**src/verilog/vst_pkg.sv**
```systemverilog
// Shared constants and carriers for the virtual segment translator.
// Assumes one processor clock domain and a core that issues one access per cycle.
package vst_pkg;

    // ------------------------------------------------------------------
    // Address layout
    // ------------------------------------------------------------------
    localparam int ADDR_W = 32;
    localparam int VPN_W = 20;
    localparam int VPN_LSB = 12;
    localparam int SEG_W = 3;
    localparam int SEG_LSB = 29;
    localparam int HI2_LSB = 30;

    // ------------------------------------------------------------------
    // Segment codes in the top address bits
    // ------------------------------------------------------------------
    localparam logic SEG_USER_MSB = 1'b0;
    localparam logic [2:0] SEG_CACHED_KERNEL = 3'h4;
    localparam logic [2:0] SEG_UNCACHED_KERNEL = 3'h5;
    localparam logic [1:0] SEG_MAPPED_KERNEL = 2'h3;
    localparam logic [2:0] SEG_KERNEL_PHYS_TOP = 3'h0;
    localparam logic [1:0] USER_PHYS_TOP = 2'h1;

    // ------------------------------------------------------------------
    // Privilege encoding and reset values
    // ------------------------------------------------------------------
    localparam logic MODE_USER = 1'b1;
    localparam logic MODE_KERNEL = 1'b0;
    localparam logic MODE_RESET = 1'h0;
    localparam logic TB_SHUTDOWN_BASE = 1'h1;
    localparam logic TB_SHUTDOWN_EXTENDED = 1'h0;
    localparam logic [31:0] TB_READ_VALUE = 32'h0000_0000;

    typedef struct packed {
        logic valid;
        logic [ADDR_W-1:0] va;
    } vst_req_t;

    typedef struct packed {
        logic [ADDR_W-1:0] pa;
        logic cacheable;
        logic addr_err;
    } vst_xlat_t;

    typedef struct packed {
        logic valid;
        logic [ADDR_W-1:0] pa;
        logic cacheable;
        logic addr_err;
    } vst_rsp_t;

endpackage : vst_pkg

```
**src/verilog/vst_translator.sv**
```systemverilog
// Segment translator top: privilege stack, registered translation, shutdown flag.
// Assumes the core pipeline drives all inputs on clk_sys_i, one access a cycle.
`timescale 1ns/10ps
`default_nettype none

module vst_translator #(
    parameter bit EXTENDED_VARIANT = 1'b0
) (
    input wire logic clk_sys_i,
    input wire logic resetn_i,
    input wire vst_pkg::vst_req_t req_i,
    input wire logic exception_i,
    input wire logic return_from_exception_instr_i,
    input wire logic cp_tb_wr_i,
    input wire logic cp_tb_rd_i,
    output vst_pkg::vst_rsp_t rsp_o,
    output logic [19:0] virtual_page_number_o,
    output logic user_mode_o,
    output logic translation_buffer_shutdown_flag_o,
    output logic [31:0] cp_tb_rdata_o,
    output logic cp_tb_ack_o
);

    // ------------------------------------------------------------------
    // Privilege stack
    // ------------------------------------------------------------------
    // Three levels: current, previous and old. An exception pushes kernel on
    // top; a return pops, refilling the oldest level with user state so a
    // deep return can never hand out kernel rights nobody saved.
    logic cur_user_q;
    logic prev_user_q;
    logic old_user_q;
    logic cur_user_d;
    logic prev_user_d;
    logic old_user_d;

    wire logic do_exc_w = exception_i;
    // An exception in the same cycle as a return wins: the fault is newer.
    wire logic do_rfe_w = return_from_exception_instr_i && !exception_i;

    assign cur_user_d = do_exc_w ? vst_pkg::MODE_KERNEL :
                        (do_rfe_w ? prev_user_q : cur_user_q);
    assign prev_user_d = do_exc_w ? cur_user_q :
                         (do_rfe_w ? old_user_q : prev_user_q);
    assign old_user_d = do_exc_w ? prev_user_q :
                        (do_rfe_w ? vst_pkg::MODE_USER : old_user_q);

    always_ff @(posedge clk_sys_i or negedge resetn_i) begin
        if (!resetn_i) begin
            cur_user_q <= vst_pkg::MODE_RESET;
            prev_user_q <= vst_pkg::MODE_RESET;
            old_user_q <= vst_pkg::MODE_RESET;
        end else begin
            cur_user_q <= cur_user_d;
            prev_user_q <= prev_user_d;
            old_user_q <= old_user_d;
        end
    end

    assign user_mode_o = cur_user_q;

    // ------------------------------------------------------------------
    // Translation
    // ------------------------------------------------------------------
    // The access is translated with the state in force when it is issued;
    // a same-cycle exception affects the next access only.
    vst_pkg::vst_xlat_t xlat_w;

    vst_seg_decode u_seg_decode (
        .va_i(req_i.va),
        .user_mode_i(cur_user_q),
        .xlat_o(xlat_w)
    );

    vst_pkg::vst_rsp_t rsp_q;
    vst_pkg::vst_rsp_t rsp_d;
    logic [19:0] vpn_q;

    assign rsp_d.valid = req_i.valid;
    assign rsp_d.pa = xlat_w.pa;
    assign rsp_d.cacheable = xlat_w.cacheable;
    assign rsp_d.addr_err = xlat_w.addr_err;

    always_ff @(posedge clk_sys_i or negedge resetn_i) begin
        if (!resetn_i) begin
            rsp_q <= '0;
            vpn_q <= 20'h00000;
        end else begin
            rsp_q <= rsp_d;
            vpn_q <= req_i.va[vst_pkg::VPN_LSB +: vst_pkg::VPN_W];
        end
    end

    assign rsp_o = rsp_q;
    assign virtual_page_number_o = vpn_q;

    // ------------------------------------------------------------------
    // Shutdown flag and translation-buffer register stubs
    // ------------------------------------------------------------------
    // The flag is a constant per variant, held in a flop so that it is
    // defined from reset onward and read like any status bit.
    localparam logic TS_VALUE = EXTENDED_VARIANT ? vst_pkg::TB_SHUTDOWN_EXTENDED
                                                 : vst_pkg::TB_SHUTDOWN_BASE;
    logic ts_q;
    logic ack_q;
    logic [31:0] rdata_q;

    always_ff @(posedge clk_sys_i or negedge resetn_i) begin
        if (!resetn_i) begin
            ts_q <= TS_VALUE;
            ack_q <= 1'b0;
            rdata_q <= vst_pkg::TB_READ_VALUE;
        end else begin
            ts_q <= TS_VALUE;
            ack_q <= cp_tb_wr_i || cp_tb_rd_i;
            rdata_q <= vst_pkg::TB_READ_VALUE;
        end
    end

    // Writes are acknowledged and dropped; nothing here feeds the mapper.
    assign translation_buffer_shutdown_flag_o = ts_q;
    assign cp_tb_ack_o = ack_q;
    assign cp_tb_rdata_o = rdata_q;

    // ------------------------------------------------------------------
    // Checks
    // ------------------------------------------------------------------
    AST_VPN: assert property (
        @(posedge clk_sys_i) disable iff (!resetn_i)
        req_i.valid |=> virtual_page_number_o == $past(req_i.va[31:12]))
        else $error("Page number output does not follow the issued address.");

    AST_RSP_VALID: assert property (
        @(posedge clk_sys_i) disable iff (!resetn_i)
        req_i.valid |=> rsp_o.valid && (rsp_o.cacheable -> !rsp_o.addr_err))
        else $error("Answer missing or cacheable together with an error.");

    AST_USER_ERR: assert property (
        @(posedge clk_sys_i) disable iff (!resetn_i)
        (req_i.valid && user_mode_o && req_i.va[31]) |=> rsp_o.addr_err && !rsp_o.cacheable)
        else $error("User access to the kernel half did not fault.");

    AST_USER_SEG_OPEN: assert property (
        @(posedge clk_sys_i) disable iff (!resetn_i)
        (req_i.valid && !req_i.va[31]) |=> !rsp_o.addr_err && !rsp_o.cacheable)
        else $error("User segment access faulted or was marked cacheable.");

    AST_USER_MAP: assert property (
        @(posedge clk_sys_i) disable iff (!resetn_i)
        (req_i.valid && !req_i.va[31]) |=>
            rsp_o.pa == {2'h1, $past(req_i.va[29:0])})
        else $error("User segment address not moved to the 01 region.");

    AST_KERNEL_USER_SAME: assert property (
        @(posedge clk_sys_i) disable iff (!resetn_i)
        (req_i.valid && !user_mode_o && !req_i.va[31]) |=>
            rsp_o.pa[31:30] == 2'h1 && rsp_o.pa[29:0] == $past(req_i.va[29:0]))
        else $error("Kernel view of the user segment differs.");

    AST_CACHED: assert property (
        @(posedge clk_sys_i) disable iff (!resetn_i)
        (req_i.valid && !user_mode_o && req_i.va[31:29] == 3'h4) |=>
            rsp_o.cacheable && rsp_o.pa == {3'h0, $past(req_i.va[28:0])})
        else $error("Cached kernel segment mapped or marked wrongly.");

    AST_UNCACHED: assert property (
        @(posedge clk_sys_i) disable iff (!resetn_i)
        (req_i.valid && req_i.va[31:29] == 3'h5) |=>
            !rsp_o.cacheable && rsp_o.pa[28:0] == $past(req_i.va[28:0]))
        else $error("Uncached kernel segment marked cacheable or remapped.");

    AST_UNCACHED_TOP: assert property (
        @(posedge clk_sys_i) disable iff (!resetn_i)
        (req_i.valid && !user_mode_o && req_i.va[31:29] == 3'h5) |=>
            rsp_o.pa[31:29] == 3'h0 && !rsp_o.addr_err)
        else $error("Uncached kernel segment top bits not cleared.");

    AST_MAPPED: assert property (
        @(posedge clk_sys_i) disable iff (!resetn_i)
        (req_i.valid && !user_mode_o && req_i.va[31:30] == 2'h3) |=>
            rsp_o.pa == $past(req_i.va) && !rsp_o.addr_err && !rsp_o.cacheable)
        else $error("Mapped kernel segment not passed through.");

    AST_MAPPED_USER: assert property (
        @(posedge clk_sys_i) disable iff (!resetn_i)
        (req_i.valid && user_mode_o && req_i.va[31:30] == 2'h3) |=> rsp_o.addr_err)
        else $error("Mapped kernel segment reached from user state.");

    AST_EXC_KERNEL: assert property (
        @(posedge clk_sys_i) disable iff (!resetn_i)
        exception_i |=> !user_mode_o && prev_user_q == $past(user_mode_o))
        else $error("Exception did not enter kernel state and save the old one.");

    AST_RFE_RESTORE: assert property (
        @(posedge clk_sys_i) disable iff (!resetn_i)
        (return_from_exception_instr_i && !exception_i) |=>
            user_mode_o == $past(prev_user_q) && old_user_q)
        else $error("Return did not restore the saved state.");

    AST_EXC_RFE_ROUND: assert property (
        @(posedge clk_sys_i) disable iff (!resetn_i)
        (exception_i && !return_from_exception_instr_i) ##1
            (!exception_i && !return_from_exception_instr_i) ##1
            (return_from_exception_instr_i && !exception_i) |=>
            user_mode_o == $past(user_mode_o, 3))
        else $error("Exception then return did not give back the original state.");

    AST_TS_FLAG: assert property (
        @(posedge clk_sys_i) disable iff (!resetn_i)
        1'b1 |-> translation_buffer_shutdown_flag_o == !EXTENDED_VARIANT)
        else $error("Shutdown flag does not match the variant.");

    AST_TB_INERT: assert property (
        @(posedge clk_sys_i) disable iff (!resetn_i)
        (cp_tb_wr_i || cp_tb_rd_i) |=> cp_tb_ack_o && cp_tb_rdata_o == 32'h0000_0000
            && translation_buffer_shutdown_flag_o == $past(translation_buffer_shutdown_flag_o))
        else $error("Translation-buffer register access had an effect.");

    AST_TB_MAP_STABLE: assert property (
        @(posedge clk_sys_i) disable iff (!resetn_i)
        (cp_tb_wr_i && req_i.valid && !user_mode_o && req_i.va[31:30] == 2'h3) |=>
            rsp_o.pa == $past(req_i.va))
        else $error("Register write disturbed the address mapping.");

    AST_SEG_TOP: assert property (
        @(posedge clk_sys_i) disable iff (!resetn_i)
        req_i.valid |=> rsp_o.pa[28:0] == $past(req_i.va[28:0]))
        else $error("Bits below the segment field were altered.");

    AST_SEG_SELECT: assert property (
        @(posedge clk_sys_i) disable iff (!resetn_i)
        (req_i.valid && !user_mode_o) |=>
            rsp_o.cacheable == ($past(req_i.va[31:29]) == 3'h4))
        else $error("Cacheability not chosen by the segment bits.");

endmodule : vst_translator

`default_nettype wire

```
**src/verilog/vst_seg_decode.sv**
```systemverilog
// Combinational segment decoder and address mapper, used unchanged by both variants.
// Assumes the caller registers the result; no state is held here.
`timescale 1ns/10ps
`default_nettype none

module vst_seg_decode (
    input wire logic [31:0] va_i,
    input wire logic user_mode_i,
    output vst_pkg::vst_xlat_t xlat_o
);

    // ------------------------------------------------------------------
    // Segment decode
    // ------------------------------------------------------------------
    wire logic [2:0] seg_w = va_i[vst_pkg::SEG_LSB +: vst_pkg::SEG_W];
    wire logic in_user_w = (va_i[31] == vst_pkg::SEG_USER_MSB);
    wire logic in_cached_w = (seg_w == vst_pkg::SEG_CACHED_KERNEL);
    wire logic in_uncached_w = (seg_w == vst_pkg::SEG_UNCACHED_KERNEL);
    wire logic in_mapped_w = (seg_w[2:1] == vst_pkg::SEG_MAPPED_KERNEL);
    wire logic in_direct_w = in_cached_w || in_uncached_w;

    // ------------------------------------------------------------------
    // Physical address forming
    // ------------------------------------------------------------------
    // Only the segment bits change; the low 29 or 30 bits always pass.
    wire logic [31:0] pa_user_w = {vst_pkg::USER_PHYS_TOP, va_i[29:0]};
    wire logic [31:0] pa_direct_w = {vst_pkg::SEG_KERNEL_PHYS_TOP, va_i[28:0]};

    // Kernel-half accesses from user state fault; the user half is open to both.
    wire logic fault_w = user_mode_i && (in_direct_w || in_mapped_w);

    assign xlat_o.pa = in_user_w ? pa_user_w :
                       (in_mapped_w ? va_i : pa_direct_w);
    // Only the cached kernel segment may ever live in cache.
    assign xlat_o.cacheable = in_cached_w && !fault_w;
    assign xlat_o.addr_err = fault_w;

endmodule : vst_seg_decode

`default_nettype wire

```
**config.mk**
```make
export PLATFORM = sky130hd
export DESIGN_NAME = vst_translator
export DESIGN_NICKNAME = d
export VERILOG_FILES = /design/src/verilog/vst_pkg.sv /design/src/verilog/vst_translator.sv /design/src/verilog/vst_seg_decode.sv
export SDC_FILE = /design/constraint.sdc
export NUM_CORES = 1
export LEC_CHECK = 0
export BUFFER_PORTS_ARGS = -buffer_cell sky130_fd_sc_hd__buf_4
export CORE_UTILIZATION = 37
export CTS_CLUSTER_SIZE = 30
export DETAILED_ROUTE_END_ITERATION = 7
export GPL_ROUTABILITY_DRIVEN = 0
export PLACE_DENSITY = 0.81
export SLEW_MARGIN = 10
export SYNTH_ARGS = -nofsm -noshare
export SYNTH_HDL_FRONTEND = slang
export SYNTH_SLANG_ARGS = --single-unit
```
**constraint.sdc**
```tcl
create_clock -name clk_sys_i -period 0.8 [get_ports clk_sys_i]
set_input_delay 0.08 -clock clk_sys_i [delete_from_list [all_inputs] [get_ports clk_sys_i]]
set_output_delay 0.08 -clock clk_sys_i [all_outputs]
set_load 0.01 [all_outputs]
```
==> results_dict.tcl <==
set metrics [dict create \
    detailedRoute.firstPassIterationCount 2 \
    gr-usage-met2_pct 33.0 \
    crit_path_start "virtual_page_number_o[4]" \
    io_pins 129 \
    min-delay-path-class "primary input to flip-flop" \
    layout_setup_ws_ns -0.135 \
    syn_to_final_growth_pct 81.7 \
    dieArea_mm2 0.00436 \
    grt_antenna_before_repair 0 \
    final_nets 268 \
    critPathKind "flip-flop to output pin" \
    reg2reg_setup_slack_ns -0.06 \
    critical_path_cell_count 1 \
    crit_chain "buf_6" \
    cp-endpoint "rsp_o[18]" \
    grt_pass1_wl_mm 4.98 \
    chipWidth_um 66.0 \
    finalMaxSlewViolations 0 \
    fin_area_mm2 0.00275 \
    worst_r2r_startpoint "user_mode_o" \
    hpwlAfterDp_mm 2.14 \
    grtUsageMet1_pct 14.4 \
    failed_checks "negative setup slack" \
    clk_transition_reported_paths_ns 0.08 \
    wl_per_cell_um 12.9 \
    place_worst_setup_slack_ns 0.0852 \
    power.density_cell_area_mw_per_mm2 1630 \
    cts_sinks 42 \
    post_dp_cell_area_mm2 0.00207 \
    crit_path_max_incr_delay_ns 0.42 \
    core_area_mm2 0.00380 \
    start_util_pct 39.9 \
    first_iter_violations 24 \
    globalRoute.totalOverflow 0 \
    run_status "finished, violations left" \
    clock_tree_from_tritoncts "yes" \
    leakage_nw 1.39 \
    final_period_minus_worst_setup_slack_ns 0.935 \
    syn-instance-count 108 \
    post_route_cells_drive_above_1_share_pct 48.3 \
    multi_input_comb_area_um2 226 \
    layout_worst_path_cycle_share_pct 117 \
    rows 22 \
    critical_path.endpoint_type "output pin" \
    cap_violations 0 \
    cts_buffers 5 \
    vias 1079 \
    synth_area_mm2 0.00152 \
    synth.avg_cell_area_um2 14.0 \
    drt_drc_violations_left 0 \
    port_buffers 95 \
    worst-endpoint-arrival_ns 0.85 \
    synth-warning-count 0 \
    start_kind "flip-flop" \
    setup_viol 58 \
    totalPowerFinal_w 0.00448 \
    r2r_cells 3 \
    clk_root_buffer_cell "sky130_fd_sc_hd__clkbuf_8" \
    avgViaCountPerCell 3.88 \
    grt-busiest-layer "met2" \
    maximum_level_of_the_cts_h_tree 2 \
    grt_start_max_net_pins 17 \
    die_height_um 66.0 \
    fmax_ghz 1.07 \
    setup_repair_after_global_routing_missed_its_margin "yes" \
    num_antenna_cells 0 \
    fin_skew_ns 0.000629 \
    sequential_cell_area_mm2 0.00105 \
    postRouteAntennaNets 0 \
    worstReg2RegEnd "user_mode_o" \
    timing.final.hold_violations 0 \
    tns_ns -5.17 \
    worst_path_dominant_cell_family "flip-flops" \
    cell_with_the_largest_stage_delay_on_the_worst_path "sky130_fd_sc_hd__dfrtp_1" \
    worstSkewPairLatency_ns 0.28 \
    cp_max_fanout 2 \
    grtUsageTotal_pct 16.2 \
    critPathRequiredTime_ns 0.72 \
    postRouteWirelength_mm 3.59 \
    grtUsageMet3_pct 5.69 \
    vdd.ir_drop.worst_v 0.00134 \
    synth_cell_type_count 12 \
    yosys_register_bits 42 \
    cts-root-to-sink-buffers 2 \
    synth_sequential_area_ratio_pct 69.4 \
    critical_path_buf_inv_count 1 \
    first_global_vias 1107 \
    final.fill_count 281 \
]
per-layer routing:
metal	vias to the layer above	routed length, µm
met4	0	67
li1	487	-
met5	-	0
met3	7	275
met1	515	1100
met2	70	2150
flip-flops by register name, indices dropped and copies added (netlist names):
| signal | cells |
|---|---|
| prev_user_q | 1 |
| virtual_page_number_o | 20 |
| rsp_o | 18 |
| cp_tb_ack_o | 1 |
| user_mode_o | 1 |
| old_user_q | 1 |
power by group:
part | internal, W | switching (W) | total [W]
Sequential | 0.00223 | 0.0000799 | 0.00231
Clock | 0.000615 | 0.000689 | 0.00130
Combinational | 0.000533 | 0.000333 | 0.000866
Total | 0.00338 | 0.00110 | 0.00448
Yosys cell counts:
master	number	share of area (%)
sky130_fd_sc_hd__and2_1	3	1.2
sky130_fd_sc_hd__buf_4	50	25
sky130_fd_sc_hd__conb_1	2	0.50
sky130_fd_sc_hd__dfrtp_1	42	69
sky130_fd_sc_hd__mux2i_1	2	1.3
sky130_fd_sc_hd__nand2_1	2	0.50
sky130_fd_sc_hd__nand2b_1	1	0.41
sky130_fd_sc_hd__nor2_1	2	0.50
sky130_fd_sc_hd__nor3_1	1	0.33
sky130_fd_sc_hd__o21ai_0	1	0.33
sky130_fd_sc_hd__o21ai_1	1	0.33
sky130_fd_sc_hd__or2_2	1	0.41
through the flow:
step                      util (%)  hold slack [ns]  cells
final                         72.5          0.00307    278
after global routing          72.5         0.000378    278
after CTS                     69.9          -0.0290    278
after detailed placement      54.5          -0.0491    234
after global placement        54.5          -0.0512    234
after floorplan                  -           -0.216    139
what timing repair did:
item                                    CTS  global route
pin swaps                                 0             1
hold endpoints to repair                 79             0
hold buffers                             35             0
gates resized for setup                  38            25
setup buffers                             1             0
endpoints found under the setup margin   57            62
cells in the final DEF (no fill, tap or decap):
cell                            count
sky130_fd_sc_hd__and2_1             2
sky130_fd_sc_hd__buf_4             38
sky130_fd_sc_hd__nor3_2             1
sky130_fd_sc_hd__buf_6             58
sky130_fd_sc_hd__conb_1            33
sky130_fd_sc_hd__nand2_1            1
sky130_fd_sc_hd__buf_12             2
sky130_fd_sc_hd__clkbuf_8           5
sky130_fd_sc_hd__nand2_2            1
sky130_fd_sc_hd__and2_4             1
sky130_fd_sc_hd__mux2i_1            2
sky130_fd_sc_hd__clkbuf_1           1
sky130_fd_sc_hd__dfrtp_1           42
sky130_fd_sc_hd__o21ai_0            1
sky130_fd_sc_hd__or2_2              1
sky130_fd_sc_hd__nor2_1             2
sky130_fd_sc_hd__nand2b_4           1
sky130_fd_sc_hd__dlygate4sd3_1     35
sky130_fd_sc_hd__clkinv_2           1
sky130_fd_sc_hd__clkinv_4           1
sky130_fd_sc_hd__o21ai_2            1
how the worst min path moves through the flow:
stage,from,endpoint,slack (ns),cells after the start
floorplan,resetn_i,cp_tb_ack_o,-0.22,0
global placement,resetn_i,rsp_o[7],-0.05,1
detailed placement,resetn_i,rsp_o[7],-0.05,1
CTS,cp_tb_wr_i,cp_tb_ack_o,-0.03,2
global route,cp_tb_rd_i,cp_tb_ack_o,0.0004,2
finish,cp_tb_wr_i,cp_tb_ack_o,0.003,2
logic make-up (layout without fill, tap and decap cells):
logic type | count (synthesis) | in the layout | share of synthesized area [%]
buffers and inverters | 50 | 141 | 24.8
DFF | 42 | 42 | 69.4
and+or+nand+nor | 10 | 10 | 3.39
other | 2 | 33 | 0.496
AOI/OAI and AO/OA | 2 | 2 | 0.660
muxes | 2 | 2 | 1.32
cell type report:
type | instances | share of cell area (%)
sequential | 42 | 38.2
clock inverter | 2 | 0.500
clock buffer | 6 | 2.64
timing repair buffer | 133 | 48.3
tap | 48 | 2.18
multi-input combinational | 47 | 8.23
Power figures use the tool's default switching activity.
